## src/verilog/ddr2_ctl_defs.vh

```
// Constants for the DDR2 control-pin front end: commands, power states, mode fields.
// Notes on behaviour
// - Address and control inputs are taken where CK rises and its complement falls.
// - Read data is launched on both directions of the clock crossing.
// - CKE high enables internal clocks, input buffers and output drivers; low disables.
// - CKE low enters precharge power-down or self refresh if idle, else active power-down; the code enters self refresh on Refresh even with a bank open.
// - CKE is clock sampled for power-down entry, power-down exit and self-refresh entry.
// - Self-refresh exit follows CKE directly, without waiting for a clock crossing.
// - In power-down only the clock, ODT and CKE input buffers stay enabled.
// - In self refresh only the CKE input buffer stays enabled.
// - A crossing with chip select high carries no command.
// - The command is decoded from chip select, RAS, CAS and WE together.
// - ODT registered high switches on internal termination on the data path.
// - Narrow organisations terminate only DQ, data strobes, read strobes and DM.
// - Sixteen-bit organisation terminates all DQ, both strobe pairs and both masks.
// - With termination disabled in the extended mode register, ODT is ignored.
// - A write beat whose DM is sampled high is not stored.
// - DM is sampled on both edges of the data strobe, like write data.
// - In the eight-bit organisation a mode bit selects DM or the read strobe.
// - Bank inputs choose the bank of Active, Read, Write and single Precharge.
// - In a mode register set, bank inputs choose the mode or extended register.
// - Precharge with address bit 10 low closes one bank, high closes all.
// - With the read strobe enabled it mirrors the data strobe and masking is off.
`ifndef DDR2_CTL_DEFS_VH
`define DDR2_CTL_DEFS_VH

// Command codes as {ras_n, cas_n, we_n}
`define CMD_MRS 3'h0
`define CMD_REF 3'h1
`define CMD_PRE 3'h2
`define CMD_ACT 3'h3
`define CMD_WR 3'h4
`define CMD_RD 3'h5
`define CMD_BST 3'h6
`define CMD_NOP 3'h7

// Power states
`define PWR_ACTIVE 2'h0
`define PWR_PD_PRE 2'h1
`define PWR_PD_ACT 2'h2
`define PWR_SREF 2'h3
`define PWR_RST 2'h1

// Bank select values during a mode register set
`define BA_MR 2'h0
`define BA_EMR 2'h1

// Field positions in the extended mode register and command address words
`define EMR_RTT0 2
`define EMR_RTT1 6
`define EMR_RDQS 11
`define ADDR_AP 10

// Reset values
`define MR_RST 14'h0000
`define EMR_RST 14'h0000

`endif

```

## src/verilog/pin_sync3.v

```verilog
// Three-stage input synchroniser with agreement filter for link pins.
module pin_sync3 #(
  parameter W = 8,
  parameter [W-1:0] RST_VAL = {W{1'b0}}
) (
  // System
  input wire mclk,
  input wire nrst,
  // Pins and filtered result
  input wire [W-1:0] din,
  output wire [W-1:0] dout
);

  genvar i;
  generate
    for (i = 0; i < W; i = i + 1) begin : g_bit
      reg s1_r;
      reg s2_r;
      reg s3_r;
      reg hold_r;
      // First stage feeds only the second; a change counts once stages two and three agree
      always @(posedge mclk or negedge nrst) begin
        if (!nrst) begin
          s1_r <= RST_VAL[i];
          s2_r <= RST_VAL[i];
          s3_r <= RST_VAL[i];
          hold_r <= RST_VAL[i];
        end else begin
          s1_r <= din[i];
          s2_r <= s1_r;
          s3_r <= s2_r;
          if (s2_r == s3_r) begin
            hold_r <= s3_r;
          end
        end
      end
      assign dout[i] = hold_r;
    end
  endgenerate

endmodule

```

## src/verilog/bank_tracker.v

```verilog
// Per-bank open-row tracker driven by decoded Active and Precharge commands.
module bank_tracker #(
  parameter NB = 4,
  parameter BW = 2
) (
  // System
  input wire mclk,
  input wire nrst,
  // Decoded commands
  input wire act,
  input wire pre,
  input wire pre_all,
  input wire [BW-1:0] bank,
  // State
  output wire [NB-1:0] open_mask,
  output wire any_open
);

  genvar b;
  generate
    for (b = 0; b < NB; b = b + 1) begin : g_bank
      reg open_r;
      // Active opens the addressed bank, precharge closes one or all
      always @(posedge mclk or negedge nrst) begin
        if (!nrst) begin
          open_r <= 1'b0;
        end else if (act && bank == b) begin
          open_r <= 1'b1;
        end else if (pre && (pre_all || bank == b)) begin
          open_r <= 1'b0;
        end
      end
      assign open_mask[b] = open_r;
    end
  endgenerate

  assign any_open = |open_mask;

endmodule

```

## src/verilog/ddr2_control_pin_interface.v

```verilog
// DDR2 control-pin front end: command capture, CKE power states, ODT, DM and read launch.
`include "ddr2_ctl_defs.vh"
module ddr2_control_pin_interface #(
  parameter DQ_W = 8,
  parameter DM_W = 1,
  parameter ORG = 8
) (
  // System
  input wire mclk,
  input wire nrst,
  // Differential clock and clock enable
  input wire ck,
  input wire ck_n,
  input wire cke,
  // Command and address pins
  input wire cs_n,
  input wire ras_n,
  input wire cas_n,
  input wire we_n,
  input wire [1:0] ba,
  input wire [13:0] addr,
  input wire odt,
  // Write data pins
  input wire dqs,
  input wire [DM_W-1:0] dm,
  input wire [DQ_W-1:0] dq_in,
  // Read data pins
  output wire [DQ_W-1:0] dq_out,
  output wire dq_oe,
  output wire dqs_out,
  output wire dqs_oe,
  output wire rdqs_out,
  output wire rdqs_oe,
  // Pad buffer and driver control
  output reg clk_en,
  output reg drv_en,
  output reg buf_en_ck,
  output reg buf_en_cke,
  output reg buf_en_odt,
  output reg buf_en_cmd,
  output reg buf_en_data,
  // Termination control
  output wire term_dq,
  output wire term_ldqs,
  output wire term_udqs,
  output wire term_rdqs,
  output wire term_ldm,
  output wire term_udm,
  // Decoded commands to the core
  output wire cmd_valid,
  output wire [2:0] cmd_code,
  output wire [1:0] cmd_bank,
  output wire [13:0] cmd_addr,
  output wire cmd_pre_all,
  output wire [3:0] bank_open,
  output wire [1:0] pwr_state,
  output wire [13:0] mode_reg,
  output wire [13:0] ext_mode_reg,
  output wire rdqs_mode,
  // Read launch from the core
  input wire rd_en,
  input wire [2*DQ_W-1:0] rd_word,
  // Write beats to the core
  input wire wr_window,
  output wire wr_beat_valid,
  output wire [DQ_W-1:0] wr_beat_data,
  output wire [DM_W-1:0] wr_beat_store
);

  localparam SW = 25 + DM_W + DQ_W;

  // All link pins pass one synchroniser bank
  wire [SW-1:0] raw;
  wire [SW-1:0] st;
  assign raw = {dq_in, dm, dqs, odt, addr, ba, we_n, cas_n, ras_n, cs_n, cke, ck_n, ck};

  pin_sync3 #(
    .W(SW),
    .RST_VAL({{(SW-7){1'b0}}, 7'h7A})
  ) u_sync (
    .mclk(mclk),
    .nrst(nrst),
    .din(raw),
    .dout(st)
  );

  // Unpacked filtered pins
  wire s_ck = st[0];
  wire s_ck_n = st[1];
  wire s_cke = st[2];
  wire s_cs_n = st[3];
  wire [2:0] s_code = {st[4], st[5], st[6]};
  wire [1:0] s_ba = st[8:7];
  wire [13:0] s_addr = st[22:9];
  wire s_odt = st[23];
  wire s_dqs = st[24];
  wire [DM_W-1:0] s_dm = st[25 +: DM_W];
  wire [DQ_W-1:0] s_dq = st[25+DM_W +: DQ_W];

  // Crossing detection on the differential clock pair
  reg rx_prev_r;
  reg fx_prev_r;
  reg dqs_prev_r;
  wire rise_x = s_ck & ~s_ck_n;
  wire fall_x = ~s_ck & s_ck_n;
  wire ck_rise = rise_x & ~rx_prev_r;
  wire ck_fall = fall_x & ~fx_prev_r;
  wire dqs_edge = s_dqs ^ dqs_prev_r;

  always @(posedge mclk or negedge nrst) begin
    if (!nrst) begin
      rx_prev_r <= 1'b0;
      fx_prev_r <= 1'b1; // Idle pins show the clock low, so no false fall after reset
      dqs_prev_r <= 1'b0;
    end else begin
      rx_prev_r <= rise_x;
      fx_prev_r <= fall_x;
      dqs_prev_r <= s_dqs;
    end
  end

  // Power state and last sampled CKE
  reg [1:0] pwr_r;
  reg [1:0] pwr_nxt;
  reg cke_q_r;
  wire any_open;
  wire sel = ~s_cs_n;
  wire is_ref = sel & (s_code == `CMD_REF);

  // Clock-sampled entry and exit, direct self-refresh exit
  always @* begin
    pwr_nxt = pwr_r;
    case (pwr_r)
      `PWR_ACTIVE: begin
        if (ck_rise && cke_q_r && !s_cke) begin
          if (is_ref) begin
            pwr_nxt = `PWR_SREF;
          end else if (any_open) begin
            pwr_nxt = `PWR_PD_ACT;
          end else begin
            pwr_nxt = `PWR_PD_PRE;
          end
        end
      end
      `PWR_PD_PRE, `PWR_PD_ACT: begin
        if (ck_rise && s_cke) begin
          pwr_nxt = `PWR_ACTIVE;
        end
      end
      `PWR_SREF: begin
        if (s_cke) begin
          pwr_nxt = `PWR_ACTIVE;
        end
      end
      default: begin
        pwr_nxt = `PWR_RST;
      end
    endcase
  end

  always @(posedge mclk or negedge nrst) begin
    if (!nrst) begin
      pwr_r <= `PWR_RST;
      cke_q_r <= 1'b0;
    end else begin
      pwr_r <= pwr_nxt;
      if (ck_rise) begin
        cke_q_r <= s_cke;
      end else if (pwr_r == `PWR_SREF && s_cke) begin
        cke_q_r <= 1'b1;
      end
    end
  end

  // Buffer, driver and internal clock enables per power state
  always @* begin
    clk_en = 1'b0;
    drv_en = 1'b0;
    buf_en_ck = 1'b0;
    buf_en_cke = 1'b1;
    buf_en_odt = 1'b0;
    buf_en_cmd = 1'b0;
    buf_en_data = 1'b0;
    case (pwr_r)
      `PWR_ACTIVE: begin
        clk_en = 1'b1;
        drv_en = 1'b1;
        buf_en_ck = 1'b1;
        buf_en_odt = 1'b1;
        buf_en_cmd = 1'b1;
        buf_en_data = 1'b1;
      end
      `PWR_PD_PRE, `PWR_PD_ACT: begin
        buf_en_ck = 1'b1;
        buf_en_odt = 1'b1;
      end
      `PWR_SREF: begin
        buf_en_cke = 1'b1;
      end
      default: begin
        buf_en_cke = 1'b1;
      end
    endcase
  end

  // Command capture at a crossing with CKE high before and now
  reg cmd_valid_r;
  reg [2:0] cmd_code_r;
  reg [1:0] cmd_bank_r;
  reg [13:0] cmd_addr_r;
  reg [13:0] mr_r;
  reg [13:0] emr_r;
  wire take = ck_rise & cke_q_r & s_cke & sel & (pwr_r == `PWR_ACTIVE);

  always @(posedge mclk or negedge nrst) begin
    if (!nrst) begin
      cmd_valid_r <= 1'b0;
      cmd_code_r <= `CMD_NOP;
      cmd_bank_r <= 2'h0;
      cmd_addr_r <= 14'h0000;
      mr_r <= `MR_RST;
      emr_r <= `EMR_RST;
    end else begin
      cmd_valid_r <= take && (s_code != `CMD_NOP);
      if (take) begin
        cmd_code_r <= s_code;
        cmd_bank_r <= s_ba;
        cmd_addr_r <= s_addr;
        if (s_code == `CMD_MRS && s_ba == `BA_MR) begin
          mr_r <= s_addr;
        end
        if (s_code == `CMD_MRS && s_ba == `BA_EMR) begin
          emr_r <= s_addr;
        end
      end
    end
  end

  assign cmd_valid = cmd_valid_r;
  assign cmd_code = cmd_code_r;
  assign cmd_bank = cmd_bank_r;
  assign cmd_addr = cmd_addr_r;
  assign cmd_pre_all = cmd_addr_r[`ADDR_AP];
  assign mode_reg = mr_r;
  assign ext_mode_reg = emr_r;
  assign pwr_state = pwr_r;

  // Open-row bookkeeping for the power-down choice
  bank_tracker #(
    .NB(4),
    .BW(2)
  ) u_banks (
    .mclk(mclk),
    .nrst(nrst),
    .act(cmd_valid_r && cmd_code_r == `CMD_ACT),
    .pre(cmd_valid_r && cmd_code_r == `CMD_PRE),
    .pre_all(cmd_addr_r[`ADDR_AP]),
    .bank(cmd_bank_r),
    .open_mask(bank_open),
    .any_open(any_open)
  );

  // Termination: ODT registered at each rising crossing, dropped in self refresh
  reg odt_q_r;
  wire odt_cfg = emr_r[`EMR_RTT0] | emr_r[`EMR_RTT1];
  wire term_on = odt_q_r & odt_cfg;

  always @(posedge mclk or negedge nrst) begin
    if (!nrst) begin
      odt_q_r <= 1'b0;
    end else if (pwr_r == `PWR_SREF) begin
      odt_q_r <= 1'b0;
    end else if (ck_rise) begin
      odt_q_r <= s_odt;
    end
  end

  assign term_dq = term_on;
  assign term_ldqs = term_on;
  assign term_udqs = term_on & (ORG == 16);
  assign term_rdqs = term_on & (ORG == 8);
  assign term_ldm = term_on;
  assign term_udm = term_on & (ORG == 16);

  // Read strobe mode is only meaningful in the eight-bit organisation
  assign rdqs_mode = (ORG == 8) & emr_r[`EMR_RDQS];

  // Read launch: one half-word per clock crossing in each direction
  reg [DQ_W-1:0] dq_out_r;
  reg dq_oe_r;
  reg dqs_out_r;

  always @(posedge mclk or negedge nrst) begin
    if (!nrst) begin
      dq_out_r <= {DQ_W{1'b0}};
      dq_oe_r <= 1'b0;
      dqs_out_r <= 1'b0;
    end else if (!drv_en) begin
      dq_oe_r <= 1'b0;
      dqs_out_r <= 1'b0;
    end else if (ck_rise) begin
      dq_out_r <= rd_word[DQ_W-1:0];
      dq_oe_r <= rd_en;
      dqs_out_r <= rd_en;
    end else if (ck_fall) begin
      dq_out_r <= rd_word[2*DQ_W-1:DQ_W];
      dq_oe_r <= rd_en;
      dqs_out_r <= 1'b0;
    end
  end

  assign dq_out = dq_out_r;
  assign dq_oe = dq_oe_r;
  assign dqs_out = dqs_out_r;
  assign dqs_oe = dq_oe_r;
  assign rdqs_out = dqs_out_r & rdqs_mode;
  assign rdqs_oe = dq_oe_r & rdqs_mode;

  // Write beats: data and mask taken on both strobe edges inside the write window
  reg wr_valid_r;
  reg [DQ_W-1:0] wr_data_r;
  reg [DM_W-1:0] wr_store_r;

  always @(posedge mclk or negedge nrst) begin
    if (!nrst) begin
      wr_valid_r <= 1'b0;
      wr_data_r <= {DQ_W{1'b0}};
      wr_store_r <= {DM_W{1'b0}};
    end else begin
      wr_valid_r <= dqs_edge & wr_window & buf_en_data;
      if (dqs_edge && wr_window && buf_en_data) begin
        wr_data_r <= s_dq;
        if (rdqs_mode) begin
          wr_store_r <= {DM_W{1'b1}};
        end else begin
          wr_store_r <= ~s_dm;
        end
      end
    end
  end

  assign wr_beat_valid = wr_valid_r;
  assign wr_beat_data = wr_data_r;
  assign wr_beat_store = wr_store_r;

endmodule

```

## config.mk

```make
export PLATFORM = sky130hd
export DESIGN_NAME = ddr2_control_pin_interface
export DESIGN_NICKNAME = d
export VERILOG_FILES = /design/src/verilog/pin_sync3.v /design/src/verilog/bank_tracker.v /design/src/verilog/ddr2_control_pin_interface.v
export VERILOG_INCLUDE_DIRS = /design/src /design/src/verilog
export SDC_FILE = /design/constraint.sdc
export NUM_CORES = 1
export LEC_CHECK = 0
export ABC_CLOCK_PERIOD_IN_PS = 2400
export BUFFER_PORTS_ARGS = -buffer_cell sky130_fd_sc_hd__buf_2
export CORE_ASPECT_RATIO = 2
export CORE_MARGIN = 2
export CORE_UTILIZATION = 54
export DETAILED_ROUTE_END_ITERATION = 10
export PLACE_DENSITY = 0.79
export SETUP_SLACK_MARGIN = 0.2
export SYNTH_ARGS = -nofsm -noshare
export SYNTH_HDL_FRONTEND = slang
export SYNTH_SLANG_ARGS = --single-unit
```

## constraint.sdc

```tcl
create_clock -name mclk -period 2.4 [get_ports mclk]
set_input_delay 0.48 -clock mclk [delete_from_list [all_inputs] [get_ports mclk]]
set_output_delay 0.48 -clock mclk [all_outputs]
set_load 0.01 [all_outputs]
```

==> results.toml <==
[run_status]
status = "finished clean"

[finish]
post-route-util_pct = 66.2
final_design_area_no_fill_sq_um = 8550
most-common-layout-cells = "sky130_fd_sc_hd__dfrtp_1 (190), sky130_fd_sc_hd__buf_2 (141), sky130_fd_sc_hd__mux2_2 (43)"
post_route_cells_drive_above_1_share_pct = 43.4
area_growth_pct = 20.0
multi_input_comb_area_sq_um = 1510
n_antenna_cell = 0
fillCellCount = 924
design.final.nets = 627
seq_area_sq_um = 5410
layout.cells.most_common = "sky130_fd_sc_hd__dfrtp_1"

[synth]
synth_edf_count = 0
ys_warn_count = 0
synthDistinctLibCells = 39
syn_area_sq_um = 7120
synthFlopType = "sky130_fd_sc_hd__dfrtp_1"
synth_top_area_share_pct = 66.7
synth_top_cells_by_area = "sky130_fd_sc_hd__dfrtp_1 (67%), sky130_fd_sc_hd__dfstp_2 (9.2%), sky130_fd_sc_hd__mux2_2 (6.8%), sky130_fd_sc_hd__maj3_1 (4.8%), sky130_fd_sc_hd__buf_4 (1.9%)"
ys_seq_area_share_pct = 76.0
register_bit_total_from_synthesis = 215
synth.largest_area_cell = "sky130_fd_sc_hd__dfrtp_1"
post_synthesis_cells = 422
synth_async_sr_flop_share_pct = 100
mean_cell_area_of_the_mapped_netlist_sq_um = 16.9

[place]
globalplace.congestion = 0.781
total_half_perimeter_wirelength_after_legalization_and_detailed_placement_microns = 8650
buffer_ports.inserted = 142
dpl-instance-area_sq_um = 7960
pre_cts_slack_ns = 0.335

[global_routing]
grt_antenna_before_repair = 0
number_of_global_route_vias_before_repair = 4108
overflow_left_after_global_routing = 0
grt_first_pass_wirelength_microns = 20600
grt_start_max_net_pins = 74
grt_use_total_pct = 18.2

[timing]
finalWorstPathRequiredPeriod_ns = 2.05
setup_viol_count_final = 0
slew_headroom_pct = 64.5
postLayoutSetupSlackWorst_ns = 0.351
clock.fmax_mhz = 488
final.setup.tns_ns = 0
period_share_pct = 85.4
final_max_slew_viol_count = 0
clock-skew-final_ns = 0.00993
rsz0062_at_grt = "false"
max_slew.worst_pin.slew_ns = 0.533
hold_viol = 0

[worst_hold_path]
holdCritPathClass = "in -> reg"
hold_end = "u_sync.g_bit[5].s1_r"
hold_path_depth = 1
hold_path.startpoint = "cas_n"

[floorplan]
fp-row-count = 59
die-area_sq_um = 14200
die-height_microns = 166
initial_core_util_pct = 55.1
io-pin-count = 146
core_area_sq_um = 12900
dieWidth_microns = 85.2

[route]
number_of_nets_with_antenna_violations_after_detailed_routing = 0
drc_errors = 0
drt-vias-per-instance = 5.14
routed_wire_length_per_instance_microns = 16.9
drt_wl_total_microns = 12300
drt-pass1-iter-count = 4
vias = 3758
drt_first_iter_violations = 132

[clock_tree]
cts.clk_slew.worst_paths_ns = 0.07
tritoncts = "built"
clk_latency_ns = 0.48
cts.htree.levels = 1
ctsLongestPathBuffers = 3
clock_tree.root_cell = "sky130_fd_sc_hd__clkbuf_16"
setup_repair_bufs_after_cts = 0
clock_sinks = 215
number_of_buffers_created_by_cts = 18

[power]
total_power_mw = 8.65
power-per-cell-area_nw_per_um2 = 1010
ir_drop_mv = 0.791
cellLeakagePower_nw = 4.19

[worst_setup_path]
path_delay_family = "flip-flops"
rr_worst_depth = 7
setup.worst_path.class = "reg -> out"
timing.rr.end = "mode_reg[3]"
register_to_register_path_setup_slack_ns = 0.36
r2r_start = "pwr_state[1]"
cp_num_cells = 4
crit_path_max_incr_delay_ns = 0.56
worstPathCellList = "inv_1 > ha_2 > buf_4 > buf_2"
timing.critical_path.required_ns = 1.92
worst_path_bufs_invs = 3
setup.worst_path.start = "pwr_state[0]"
crit_path_max_fanout = 9
end_kind = "output port"
critPathLaunchType = "flip-flop"
crit_slowest_cell = "sky130_fd_sc_hd__dfstp_2"
worstPathArrival_ns = 1.57

[run]
cap_viol_max_count = 0
-- power breakdown --
group	switching (mW)	internal [mW]	leakage, nW
registers	0.295	4.13	2.59
clock network	1.19	1.69	0.275
logic	0.712	0.634	1.32
total	2.20	6.45	4.19
-- synthesized netlist by cell type, types with 5 or more instances --
cell                      count
sky130_fd_sc_hd__buf_4       18
sky130_fd_sc_hd__o21ai_0     13
sky130_fd_sc_hd__mux2_1      10
sky130_fd_sc_hd__dfstp_2     25
sky130_fd_sc_hd__inv_1        8
sky130_fd_sc_hd__nand2_1     13
sky130_fd_sc_hd__a21oi_1      6
sky130_fd_sc_hd__mux2i_1      9
sky130_fd_sc_hd__mux2_2      43
sky130_fd_sc_hd__a31oi_1      5
sky130_fd_sc_hd__dfrtp_1    190
sky130_fd_sc_hd__maj3_1      34
-- through the flow --
stage	hold slack (ns)	cells
detailed placement	0.336	702
floorplan	0.184	423
global route	0.0818	731
CTS	0.0803	731
finish	0.100	731
global placement	0.332	702
-- repair_timing --
item,CTS,global route
endpoints found under the hold margin,52,0
gates resized for setup,0,1
hold buffers,1,0
setup endpoints to repair,0,1
-- cell families (layout without fill, tap and decap cells) --
family / after synthesis / in the layout / synth area share, %
flip-flops: 215 / 215 / 76.0
multiplexers: 62 / 62 / 9.64
AND/OR/NAND/NOR: 38 / 38 / 3.23
adder cells (fa/ha/maj): 36 / 36 / 5.13
AO/OA/AOI/OAI: 34 / 34 / 2.88
buffers and inverters: 34 / 190 / 2.92
other: 2 / 3 / 0.105
XOR/XNOR: 1 / 1 / 0.123
-- layer usage --
metal	up-vias	wire [microns]	track usage, %
met5	-	0	0
met4	0	329	6.42
met3	22	582	2.73
met2	106	6720	31.9
met1	1920	4690	22.8
li1	1710	-	-
-- worst register-to-register path, delay by kind of cell (launching register included) --
kind | cells | cell delay (ns)
adders and majority gates | 1 | 0.17
buffers and inverters | 2 | 0.33
DFF | 1 | 0.41
muxes | 1 | 0.37
and+or+nand+nor | 3 | 0.64
-- layout make-up --
class,instances,share of cell area (%)
Clock inverter,4,0.878
Inverter,8,0.351
Tap cell,152,2.22
Timing Repair Buffer,154,9.66
Clock buffer,24,5.90
Sequential cell,215,63.3
Multi-Input combinational cell,174,17.7
-- how the worst max path moves through the flow --
stage / to / slack [ns]
after detailed placement: mode_reg[3] / 0.33
after CTS: mode_reg[3] / 0.33
final: clk_en / 0.35
after global routing: ext_mode_reg[7] / 0.22
after floorplan: mode_reg[0] / 0.25
after global placement: mode_reg[3] / 0.42
No activity file was read; power rests on OpenSTA's default activity.
